[src/tahid_pkg.sv]
package tahid_pkg;

    // register offsets on the internal register port
    localparam logic [3:0] HYST_ADDR = 4'h6;
    localparam logic [3:0] SLEW_ADDR = 4'h7;
    localparam logic [3:0] UID_HI_ADDR = 4'h8;
    localparam logic [3:0] UID_MID_ADDR = 4'h9;
    localparam logic [3:0] UID_LO_ADDR = 4'hA;
    localparam logic [3:0] PART_ADDR = 4'hB;

    // reset values
    localparam logic [15:0] HYST_RST = 16'h0A0A;
    localparam logic [15:0] SLEW_RST = 16'h0500;

    // field positions
    localparam int UPPER_MARGIN_LSB = 8;
    localparam int SLEW_FIELD_LSB = 2;
    localparam int SLEW_FIELD_MSB = 14;
    localparam logic [15:0] SLEW_WR_MASK = 16'h7FFC;
    // one margin count is 64 counts of the 1/128 degree result scale
    localparam int MARGIN_SHIFT = 6;

    // timing: the period counter runs on a 50 us tick
    localparam int CLK_PERIOD_NS = 40;
    localparam int TICK_NS = 50000;
    localparam int TICK_CYC = TICK_NS / CLK_PERIOD_NS;
    localparam int TICKS_PER_S = 1000000000 / TICK_NS;
    // result LSB is a quarter of a slew LSB per second
    localparam logic [31:0] SLEW_NUM = 32'(TICKS_PER_S / 4);
    localparam logic [2:0] PERIOD_SEL_RST = 3'h4;

    // conversion periods 6.4 ms .. 2 s, in ticks
    localparam logic [15:0] PERIOD_TICKS [8] = '{
        16'h0080, 16'h0271, 16'h04E2, 16'h09C4,
        16'h1388, 16'h2710, 16'h4E20, 16'h9C40
    };

    typedef struct packed {
        logic rd;
        logic wr;
        logic [3:0] addr;
        logic [15:0] wdata;
    } tahid_req_t;

    typedef struct packed {
        logic valid;
        logic [15:0] temp;
    } tahid_conv_t;

    typedef struct packed {
        logic [13:0] upper_temp_threshold;
        logic [13:0] lower_temp_threshold;
    } tahid_lim_t;

endpackage

[src/tahid_regs.sv]
`timescale 1ns/1ps

module tahid_regs import tahid_pkg::*; #(
    parameter int TICK_CYCLES = TICK_CYC,
    parameter logic [47:0] SERIAL_ID = 48'h0123_4567_89AB, // arbitrary
    parameter logic [3:0] REV_CODE = 4'h3, // arbitrary
    parameter logic [11:0] PART_IDENTIFIER = 12'h5A5 // arbitrary
) (
    input wire logic mclk_i,
    input wire logic sys_rst_i,
    input wire tahid_req_t req_i,
    input wire tahid_conv_t conv_i,
    input wire tahid_lim_t lim_i,
    input wire logic [2:0] period_sel_i,
    output logic [15:0] rdata_o,
    output logic conv_start_o,
    output logic high_alert_o,
    output logic low_alert_o,
    output logic slew_alert_o
);

    // margin byte to result scale
    function automatic logic signed [17:0] margin_f(input logic [7:0] m);
        return {4'h0, m, 6'h00};
    endfunction

    // 14-bit limit to result scale
    function automatic logic signed [17:0] limit_f(input logic [13:0] l);
        return {{2{l[13]}}, l, 2'b00};
    endfunction

    logic [15:0] hyst_reg;
    logic [15:0] slew_reg;
    logic [15:0] rdata_reg;
    logic [11:0] tick_cnt_reg;
    logic [15:0] prd_cnt_reg;
    logic [15:0] prd_len_reg;
    logic [15:0] meas_ticks_reg;
    logic conv_start_reg;
    logic [15:0] prev_temp_reg;
    logic prev_ok_reg;
    logic high_reg;
    logic low_reg;
    logic slew_alert_reg;

    // register decode
    wire logic hyst_wr_w = req_i.wr && req_i.addr == HYST_ADDR;
    wire logic slew_wr_w = req_i.wr && req_i.addr == SLEW_ADDR;
    wire logic [7:0] upper_alert_margin = hyst_reg[UPPER_MARGIN_LSB +: 8];
    wire logic [7:0] lower_alert_margin = hyst_reg[7:0];
    wire logic [12:0] slew_field_w = slew_reg[SLEW_FIELD_MSB:SLEW_FIELD_LSB];
    wire logic [15:0] part_code_w = {REV_CODE, PART_IDENTIFIER};

    // read mux, unmapped offsets answer zero
    logic [15:0] rd_mux_w;
    always_comb begin
        unique case (req_i.addr)
            HYST_ADDR: rd_mux_w = hyst_reg;
            SLEW_ADDR: rd_mux_w = slew_reg;
            UID_HI_ADDR: rd_mux_w = SERIAL_ID[47:32];
            UID_MID_ADDR: rd_mux_w = SERIAL_ID[31:16];
            UID_LO_ADDR: rd_mux_w = SERIAL_ID[15:0];
            PART_ADDR: rd_mux_w = part_code_w;
            default: rd_mux_w = 16'h0000;
        endcase
    end

    // writable registers; identifier words have no storage to write
    always_ff @(posedge mclk_i) begin
        if (sys_rst_i) begin
            hyst_reg <= HYST_RST;
            slew_reg <= SLEW_RST;
        end else begin
            if (hyst_wr_w) begin
                hyst_reg <= req_i.wdata;
            end
            if (slew_wr_w) begin
                slew_reg <= req_i.wdata & SLEW_WR_MASK;
            end
        end
    end

    // read data held until the next read; checksum is added downstream
    always_ff @(posedge mclk_i) begin
        if (sys_rst_i) begin
            rdata_reg <= 16'h0000;
        end else if (req_i.rd) begin
            rdata_reg <= rd_mux_w;
        end
    end

    // conversion period timing
    // a slow tick keeps the period counter at 16 bits for the 2 s setting;
    // the price is that periods are whole ticks, which all eight settings are.
    // the counter restarts on its own, so a missed start cannot stall it
    wire logic tick_w = tick_cnt_reg == 12'(TICK_CYCLES - 1);
    wire logic prd_end_w = tick_w && (prd_cnt_reg == prd_len_reg - 16'h0001);
    wire logic [15:0] sel_ticks_w = PERIOD_TICKS[period_sel_i];

    // new period length takes effect at the next period boundary
    always_ff @(posedge mclk_i) begin
        if (sys_rst_i) begin
            tick_cnt_reg <= 12'h000;
            prd_cnt_reg <= 16'h0000;
            prd_len_reg <= PERIOD_TICKS[PERIOD_SEL_RST];
            meas_ticks_reg <= PERIOD_TICKS[PERIOD_SEL_RST];
            conv_start_reg <= 1'b0;
        end else begin
            tick_cnt_reg <= tick_w ? 12'h000 : tick_cnt_reg + 12'h001;
            conv_start_reg <= prd_end_w;
            if (prd_end_w) begin
                prd_cnt_reg <= 16'h0000;
                prd_len_reg <= sel_ticks_w;
                meas_ticks_reg <= prd_len_reg;
            end else if (tick_w) begin
                prd_cnt_reg <= prd_cnt_reg + 16'h0001;
            end
        end
    end

    // thresholds on the result scale
    // limits and margins are widened to 18 bits so the release levels
    // near the ends of the range neither wrap nor saturate
    wire logic signed [17:0] temp_w = {{2{conv_i.temp[15]}}, conv_i.temp};
    wire logic signed [17:0] prev_w = {{2{prev_temp_reg[15]}}, prev_temp_reg};
    wire logic signed [17:0] hi_w = limit_f(lim_i.upper_temp_threshold);
    wire logic signed [17:0] lo_w = limit_f(lim_i.lower_temp_threshold);
    wire logic signed [17:0] hi_rel_w = hi_w - margin_f(upper_alert_margin);
    wire logic signed [17:0] lo_rel_w = lo_w + margin_f(lower_alert_margin);
    wire logic lim_ok_w = hi_w > lo_w;

    // hysteresis state of each limit alert
    // a result equal to a limit or a release level leaves the alert alone;
    // invalid limits win over any result in the same cycle
    wire logic high_next = (temp_w > hi_w) || (high_reg && !(temp_w < hi_rel_w));
    wire logic low_next = (temp_w < lo_w) || (low_reg && !(temp_w > lo_rel_w));

    always_ff @(posedge mclk_i) begin
        if (sys_rst_i) begin
            high_reg <= 1'b0;
            low_reg <= 1'b0;
        end else if (!lim_ok_w) begin
            high_reg <= 1'b0;
            low_reg <= 1'b0;
        end else if (conv_i.valid) begin
            high_reg <= high_next;
            low_reg <= low_next;
        end
    end

    // slew check without a divider: delta*ticks_per_s/4 > limit*ticks
    // both products stay below 2^32 for the largest delta and limit,
    // so the compare is exact; a falling or flat delta never alerts.
    // the period used is the one that ended at the last start, which is
    // the interval the two results really span
    wire logic signed [17:0] delta_w = temp_w - prev_w;
    wire logic rising_w = delta_w > 18'sd0;
    wire logic [31:0] rise_scaled_w = 32'(delta_w[16:0]) * SLEW_NUM;
    wire logic [31:0] limit_scaled_w = 32'(slew_field_w) * 32'(meas_ticks_reg);
    wire logic slew_next = prev_ok_reg && rising_w && (rise_scaled_w > limit_scaled_w);

    // first result after reset has no predecessor and cannot alert
    always_ff @(posedge mclk_i) begin
        if (sys_rst_i) begin
            prev_temp_reg <= 16'h0000;
            prev_ok_reg <= 1'b0;
            slew_alert_reg <= 1'b0;
        end else if (conv_i.valid) begin
            prev_temp_reg <= conv_i.temp;
            prev_ok_reg <= 1'b1;
            slew_alert_reg <= slew_next;
        end
    end

    assign rdata_o = rdata_reg;
    assign conv_start_o = conv_start_reg;
    assign high_alert_o = high_reg;
    assign low_alert_o = low_reg;
    assign slew_alert_o = slew_alert_reg;

    // helper for the period check: cycles since the last start, or since reset
    logic [31:0] gap_cnt_reg;
    always_ff @(posedge mclk_i) begin
        if (sys_rst_i) begin
            gap_cnt_reg <= 32'h00000000;
        end else begin
            gap_cnt_reg <= conv_start_o ? 32'h00000001 : gap_cnt_reg + 32'h00000001;
        end
    end
endmodule // tahid_regs

[config.mk]
export PLATFORM = sky130hd
export DESIGN_NAME = tahid_regs
export DESIGN_NICKNAME = d
export VERILOG_FILES = /design/src/tahid_pkg.sv /design/src/tahid_regs.sv
export SDC_FILE = /design/constraint.sdc
export NUM_CORES = 1
export LEC_CHECK = 0
export ABC_AREA = 1
export BUFFER_PORTS_ARGS = -buffer_cell sky130_fd_sc_hd__buf_2
export CAP_MARGIN = 20
export CORE_MARGIN = 2
export CORE_UTILIZATION = 40
export CTS_CLUSTER_DIAMETER = 200
export DETAILED_ROUTE_END_ITERATION = 16
export GPL_TIMING_DRIVEN = 1
export SYNTH_ARGS = -nofsm -noshare
export SYNTH_HDL_FRONTEND = slang
export SYNTH_SLANG_ARGS = --single-unit
[constraint.sdc]
create_clock -name mclk_i -period 19.68 [get_ports mclk_i]
set_input_delay 2.952 -clock mclk_i [delete_from_list [all_inputs] [get_ports mclk_i]]
set_output_delay 2.952 -clock mclk_i [all_outputs]
set_load 0.01 [all_outputs]
======== After elaboration in Yosys (flattened, before gate mapping) ========
Memories as Yosys holds them, arrays and structs flattened. A register that Yosys moved wholly into a read port is not among the register bits.
Index checks and enable logic that the tools add are counted.
cells by class
  magnitude comparators ................... 7
  mux-type cells .......................... 1
  reduce and logical (&&, ||, !) cells .... 14
  bitwise gates (word level) .............. 2
  $mul .................................... 2
  equal/unequal tests ..................... 8
  add/subtract/negate cells ............... 6
operators with widths
  kind                      number
  $pmux W16 S6              1
  $gt A16 B16 Y1            2
  $gt A30 B29 Y1            1
  $mul A13 B16 Y29          1
  $mul A17 B10 Y27 const B  1
  $add A16 B15 Y17          1
  $gt A16 B17 Y1            1
  $gt A17 B1 Y1 const B     1
  $lt A16 B17 Y1            1
  $sub A16 B15 Y17          1
  $sub A16 B16 Y17          1
  $add A16 B1 Y16 const B   1
  $eq A16 B16 Y1            1
  $eq A4 B4 Y1 const B      4
  $lt A16 B16 Y1            1
  $sub A16 B1 Y16 const B   1
  $add A12 B1 Y12 const B   1
  $eq A12 B11 Y1 const B    1
  $eq A4 B3 Y1 const B      2
  $logic_and A1 B1 Y1       7
  $reduce_or A2 Y1          3
  $not A3 Y4                1
  $logic_not A1 Y1          2
  $logic_or A1 B1 Y1        2
  $not A1 Y1                1
storage, ports and cells
  output and inout port bits .............. 20
  flip-flop bits (word level) ............. 110
  memories ................................ 1
  word-level logic and storage cells ...... 53
  ROM bits ................................ 128
memories
  name             words  width  rd ports  clocked after Yosys merged registers in  wr ports  line              text
  (no name shown)  8      16     1         1                                        0         tahid_regs.sv:98  wire logic [15:0] sel_ticks_w = PERIOD_TICKS[period_sel_i];

======== Logic depth before layout (Yosys ltp) ========
  depth after elaboration ................. 5
  mapped depth ............................ 42
  mapped depth without buffers ............ 42

======== Least setup slack after synthesis ========
Ideal clock, no wire load.
  kind .................................... input port to flip-flop
  start ................................... input conv_i[0] (netlist bit)
  end ..................................... register slew_alert_reg (netlist: slew_alert_o)
  data required time ...................... 19,552 ps
  path slack .............................. 10,721 ps
  stages .................................. 35
  data arrival time ....................... 8,832 ps
  setup time .............................. 128 ps
  path through ............................ inv_1 -> ha_1 -> fa_1 -> inv_1 -> nand3_1 -> nand2_1 -> nand2_1 -> nand2_1 -> a41oi_1 -> xor2_1 -> fa_1 -> ha_1 -> fa_1 -> ha_1 -> inv_1 -> fa_1 -> inv_1 -> ha_1 -> nand2_1 -> inv_1 -> a21oi_1 -> nand2_1 -> a31o_2 -> a21oi_1 -> o21bai_1 -> xor2_1 -> ha_1 -> nand2_1 -> inv_1 -> a221oi_1 -> nand2_1 -> nor2_1 -> nor2_1 -> nor2_1 -> nor2_1
on the way
  word-level cells in the longest chain between the ends .. 4
ends and longest elaborated chain
  element                                                line                                  text
  start: declaration                                     tahid_regs.sv:12                      input wire tahid_conv_t conv_i,
  $sub A16 B16 Y17 *                                     tahid_regs.sv:156                     wire logic signed [17:0] delta_w = temp_w - prev_w;
  $mul A17 B10 Y27 or $gt A17 B1 Y1 (tied branches)      tahid_regs.sv:158, tahid_regs.sv:157
  $gt A30 B29 Y1 or $logic_and A1 B1 Y1 (tied branches)  tahid_regs.sv:160                     wire logic slew_next = prev_ok_reg && rising_w && (rise_scaled_w > limit_scaled_w);
  $logic_and A1 B1 Y1 *                                  tahid_regs.sv:160
  end signal: assignment                                 tahid_regs.sv:171                     slew_alert_reg <= slew_next;
  end: declaration                                       tahid_regs.sv:44                      logic slew_alert_reg;
Mark *: on every way between the ends. The rest lies on a longest branch, timed or not.
A chain may end at the register's enable or synchronous reset.

======== Final worst setup path ========
Same ends and word-level chain as after synthesis.

==> key figures <==
Worst setup path
  – Critical Setup Path Class: input pin to flip-flop
  – Crit-path slowest cell: fa_1
  – Worst path depth: 34
  – Crit path max-delay family: adder cells
  – Buf/Inv on CP: 6
  – Worst EP arrival: 9.63 ns
  – Setup crit end kind: flip-flop
  – CP max stage delay: 0.51 ns
  – CP required: 19.99 ns
  – Critical path launch point type: input pin
  – Worst reg2reg path depth: 32
  – Worst-path maximum fanout: 5

GRT
  – Vias in the first global route: 16742
  – Initial antenna violation count: 1
  – GRT overflow: 0
  – First-pass GRT wire length: 82.0 mm
  – Largest net degree at the start of global routing: 85
  – Total GRT Usage: 20.2%

Pwr
  – Leak pwr: 11.1 nW
  – Switching power: 1.62 mW
  – Cell Pwr Density: 150 mW/mm2
  – Sw Share: 52.3%
  – Combinational power share: 80.7%
  – Clock share of power: 10.7%
  – Worst VDD drop: 0.229 mV
  – Internal Power: 1.48 mW
  – Seq pwr share: 8.6%

Cells and area
  – Fillcell total: 4925
  – Multi-input gate area: 0.0141 mm2
  – Commonest non-fill, non-tap cell in the layout: inv_1
  – Share of cells above drive strength 1: 6.35%
  – Final nets: 3215
  – Layout Area Growth over Synthesis: 8.26%
  – Register Area: 0.00252 mm2
  – Commonest cells after routing, fill and taps aside: 586 x inv_1, 568 x nand2_1, 283 x ha_1

Synthesis
  – Primary FF master, synth: dfxtp_1
  – Synth warnings: 0
  – Post-synthesis cell area: 0.0191 mm2
  – Library cells used by synthesis: 54
  – Syn Nets: 3172
  – #FFs+latches synth: 126
  – Syn Inst Count: 2622
  – Number of synthesized flops with an enable pin: 0
  – Seq/Total Area, Yosys: 13.2%
  – Mapped Avg Cell Area: 7.30 um2
  – Async SR Flop Fraction: 0%

CTS
  – Hold_buf cts: 0
  – CTS Root Cell: clkbuf_16
  – Clock Latency Late Sink: 0.44 ns
  – # Post-CTS Setup Buffers: 0
  – CTS sink count: 126
  – Deepest clock path buffer count: 2
  – Clock transition at path regs: 0.06 ns
  – Post-CTS sizing: 0
  – CTS tree: built
  – CTS buffer count: 17
  – H-tree levels: 4

Detailed routing
  – Post-detailed-route count of antenna-violating nets: 0
  – DRT Pass-1 Iters: 5
  – Iter 0 DRT Violations: 873
  – DRC viols: 0
  – Post-Route WL: 48.2 mm
  – Wire per inst: 14.6 um
  – Via Count: 16543
  – Via/cell ratio: 5.02

Die
  – Core area: 0.0474 mm2
  – Die area: 0.0496 mm2
  – Die W: 223 um
  – Starting density of the core: 40.3%
  – I/O pin total: 92
  – Number of core rows: 80
  – DIE HEIGHT: 223 um

STA
  – Achievable frequency: 107 MHz
  – Final min period: 9.32 ns
  – # setup viols final: 0
  – Clock skew: 0.0112 ns
  – Hold slack: 0.459 ns
  – Slew Viols, Final: 0
  – Final Hold Fails: 0
  – Worst slew pin tran: 0.985 ns
  – RSZ-0062 raised after global routing: false
  – Ratio of final minimum period to clock period: 47.4%
  – Setup_tns: 0 ns
  – Max-slew headroom: 34.2%

Placement
  – Post-DP HPWL: 40.2 mm
  – Port Buf Inserts: 91
  – GPL Wtd Cong: 0.910

Min path
  – Hold depth: 2
  – Hold crit path type: flip-flop to flip-flop

Run status
  – Status: finished, final reports clean

Job
  – Total of max-cap violations: 0
==> power by group through the flow <==
stage	logic, mW	clock network (mW)	registers, mW
after detailed placement	2.50	0	0.273
after global placement	2.45	0	0.273
after global routing	2.96	0.351	0.268
after floorplan	1.98	0	0.270
after CTS	2.53	0.340	0.267
final	2.51	0.334	0.268
==> through the flow <==
stage / instances / total power [mW] / setup slack (ns) / instance area (um2) / utilization [%]
floorplan: 2622 / 2.25 / 10.72 / 19100 / -
global placement: 3261 / 2.72 / 10.06 / 20100 / 42.4
detailed placement: 3261 / 2.77 / 9.90 / 20100 / 42.4
CTS: 3293 / 3.14 / 10.35 / 20700 / 43.7
global route: 3294 / 3.58 / 9.73 / 20700 / 43.7
finish: 3294 / 3.11 / 10.36 / 20700 / 43.7
==> final timing paths <==
| kind | startpoint | to | slack (ns) |
|---|---|---|---|
| worst max-delay path | conv_i[0] | slew_alert_o$_SDFFE_PP0P_ | 10.36 |
| worst min-delay path | prev_temp_reg[8]$_SDFFE_PP0P_ | prev_temp_reg[8]$_SDFFE_PP0P_ | 0.46 |
| worst max register to register | slew_reg[3]$_SDFFE_PP0P_ | slew_alert_o$_SDFFE_PP0P_ | 12.59 |
| worst min register to register | prev_temp_reg[8]$_SDFFE_PP0P_ | prev_temp_reg[8]$_SDFFE_PP0P_ | 0.46 |
==> cell type report <==
class	count	share of cell area, %
Clock inverter	14	0.894
Antenna cell	1	0.0121
Timing Repair Buffer	99	2.49
Multi-Input combinational cell	1830	67.9
Clock buffer	18	2.07
Sequential cell	126	12.2
Tap cell	615	3.71
Inverter	591	10.7
==> layer usage <==
layer | global-route usage, % | vias to the layer above | wire length (um)
li1 | - | 8269 | -
met1 | 27.5 | 7830 | 22800
met2 | 33.9 | 388 | 22500
met3 | 2.35 | 56 | 2050
met4 | 5.52 | 0 | 874
met5 | 0 | - | 0
==> synthesized netlist by cell type (2+ instances only) <==
cell type,count,area share [%]
nand4_1,33,1.1
nand2_1,568,11
fa_1,195,20
o21bai_1,11,0.43
nor2_4,2,0.12
xnor2_1,28,1.3
nor3_2,2,0.10
o21a_1,7,0.27
a21o_1,2,0.078
nand2_2,5,0.16
nor2_2,11,0.36
buf_6,4,0.24
buf_2,4,0.10
a41oi_1,2,0.092
nor3_1,22,0.58
o22ai_1,5,0.16
ha_1,283,19
a31o_2,2,0.092
buf_1,3,0.059
nand3b_1,8,0.31
o221ai_1,8,0.37
nor2_1,119,2.3
clkbuf_1,63,1.2
nand3_1,106,2.8
inv_1,587,12
o2111ai_1,2,0.092
o21ai_0,98,2.6
o211ai_1,8,0.31
nor4_1,11,0.36
and2_1,4,0.13
or2_2,6,0.20
dfxtp_1,126,13
a21oi_1,182,4.8
inv_2,3,0.059
xor2_1,65,3.0
a31oi_1,5,0.16
o21ai_1,15,0.39
==> cells by family after synthesis <==
family | share of synthesized area (%)
buffers and inverters | 13.3
DFF | 13.2
AOI/OAI and AO/OA | 10.1
adders and majority gates | 38.9
and+or+nand+nor | 20.2
xor gates and xnor gates | 4.37
==> worst reg2reg max path, delay by kind of cell (launching register included) <==
kind	cells	cell delay, ns
adders and majority gates	7	3.17
and+or+nand+nor	19	1.97
DFF	1	0.90
AOI/OAI and AO/OA	3	0.84
buffers and inverters	3	0.16
(Power assumes the default switching activity.)
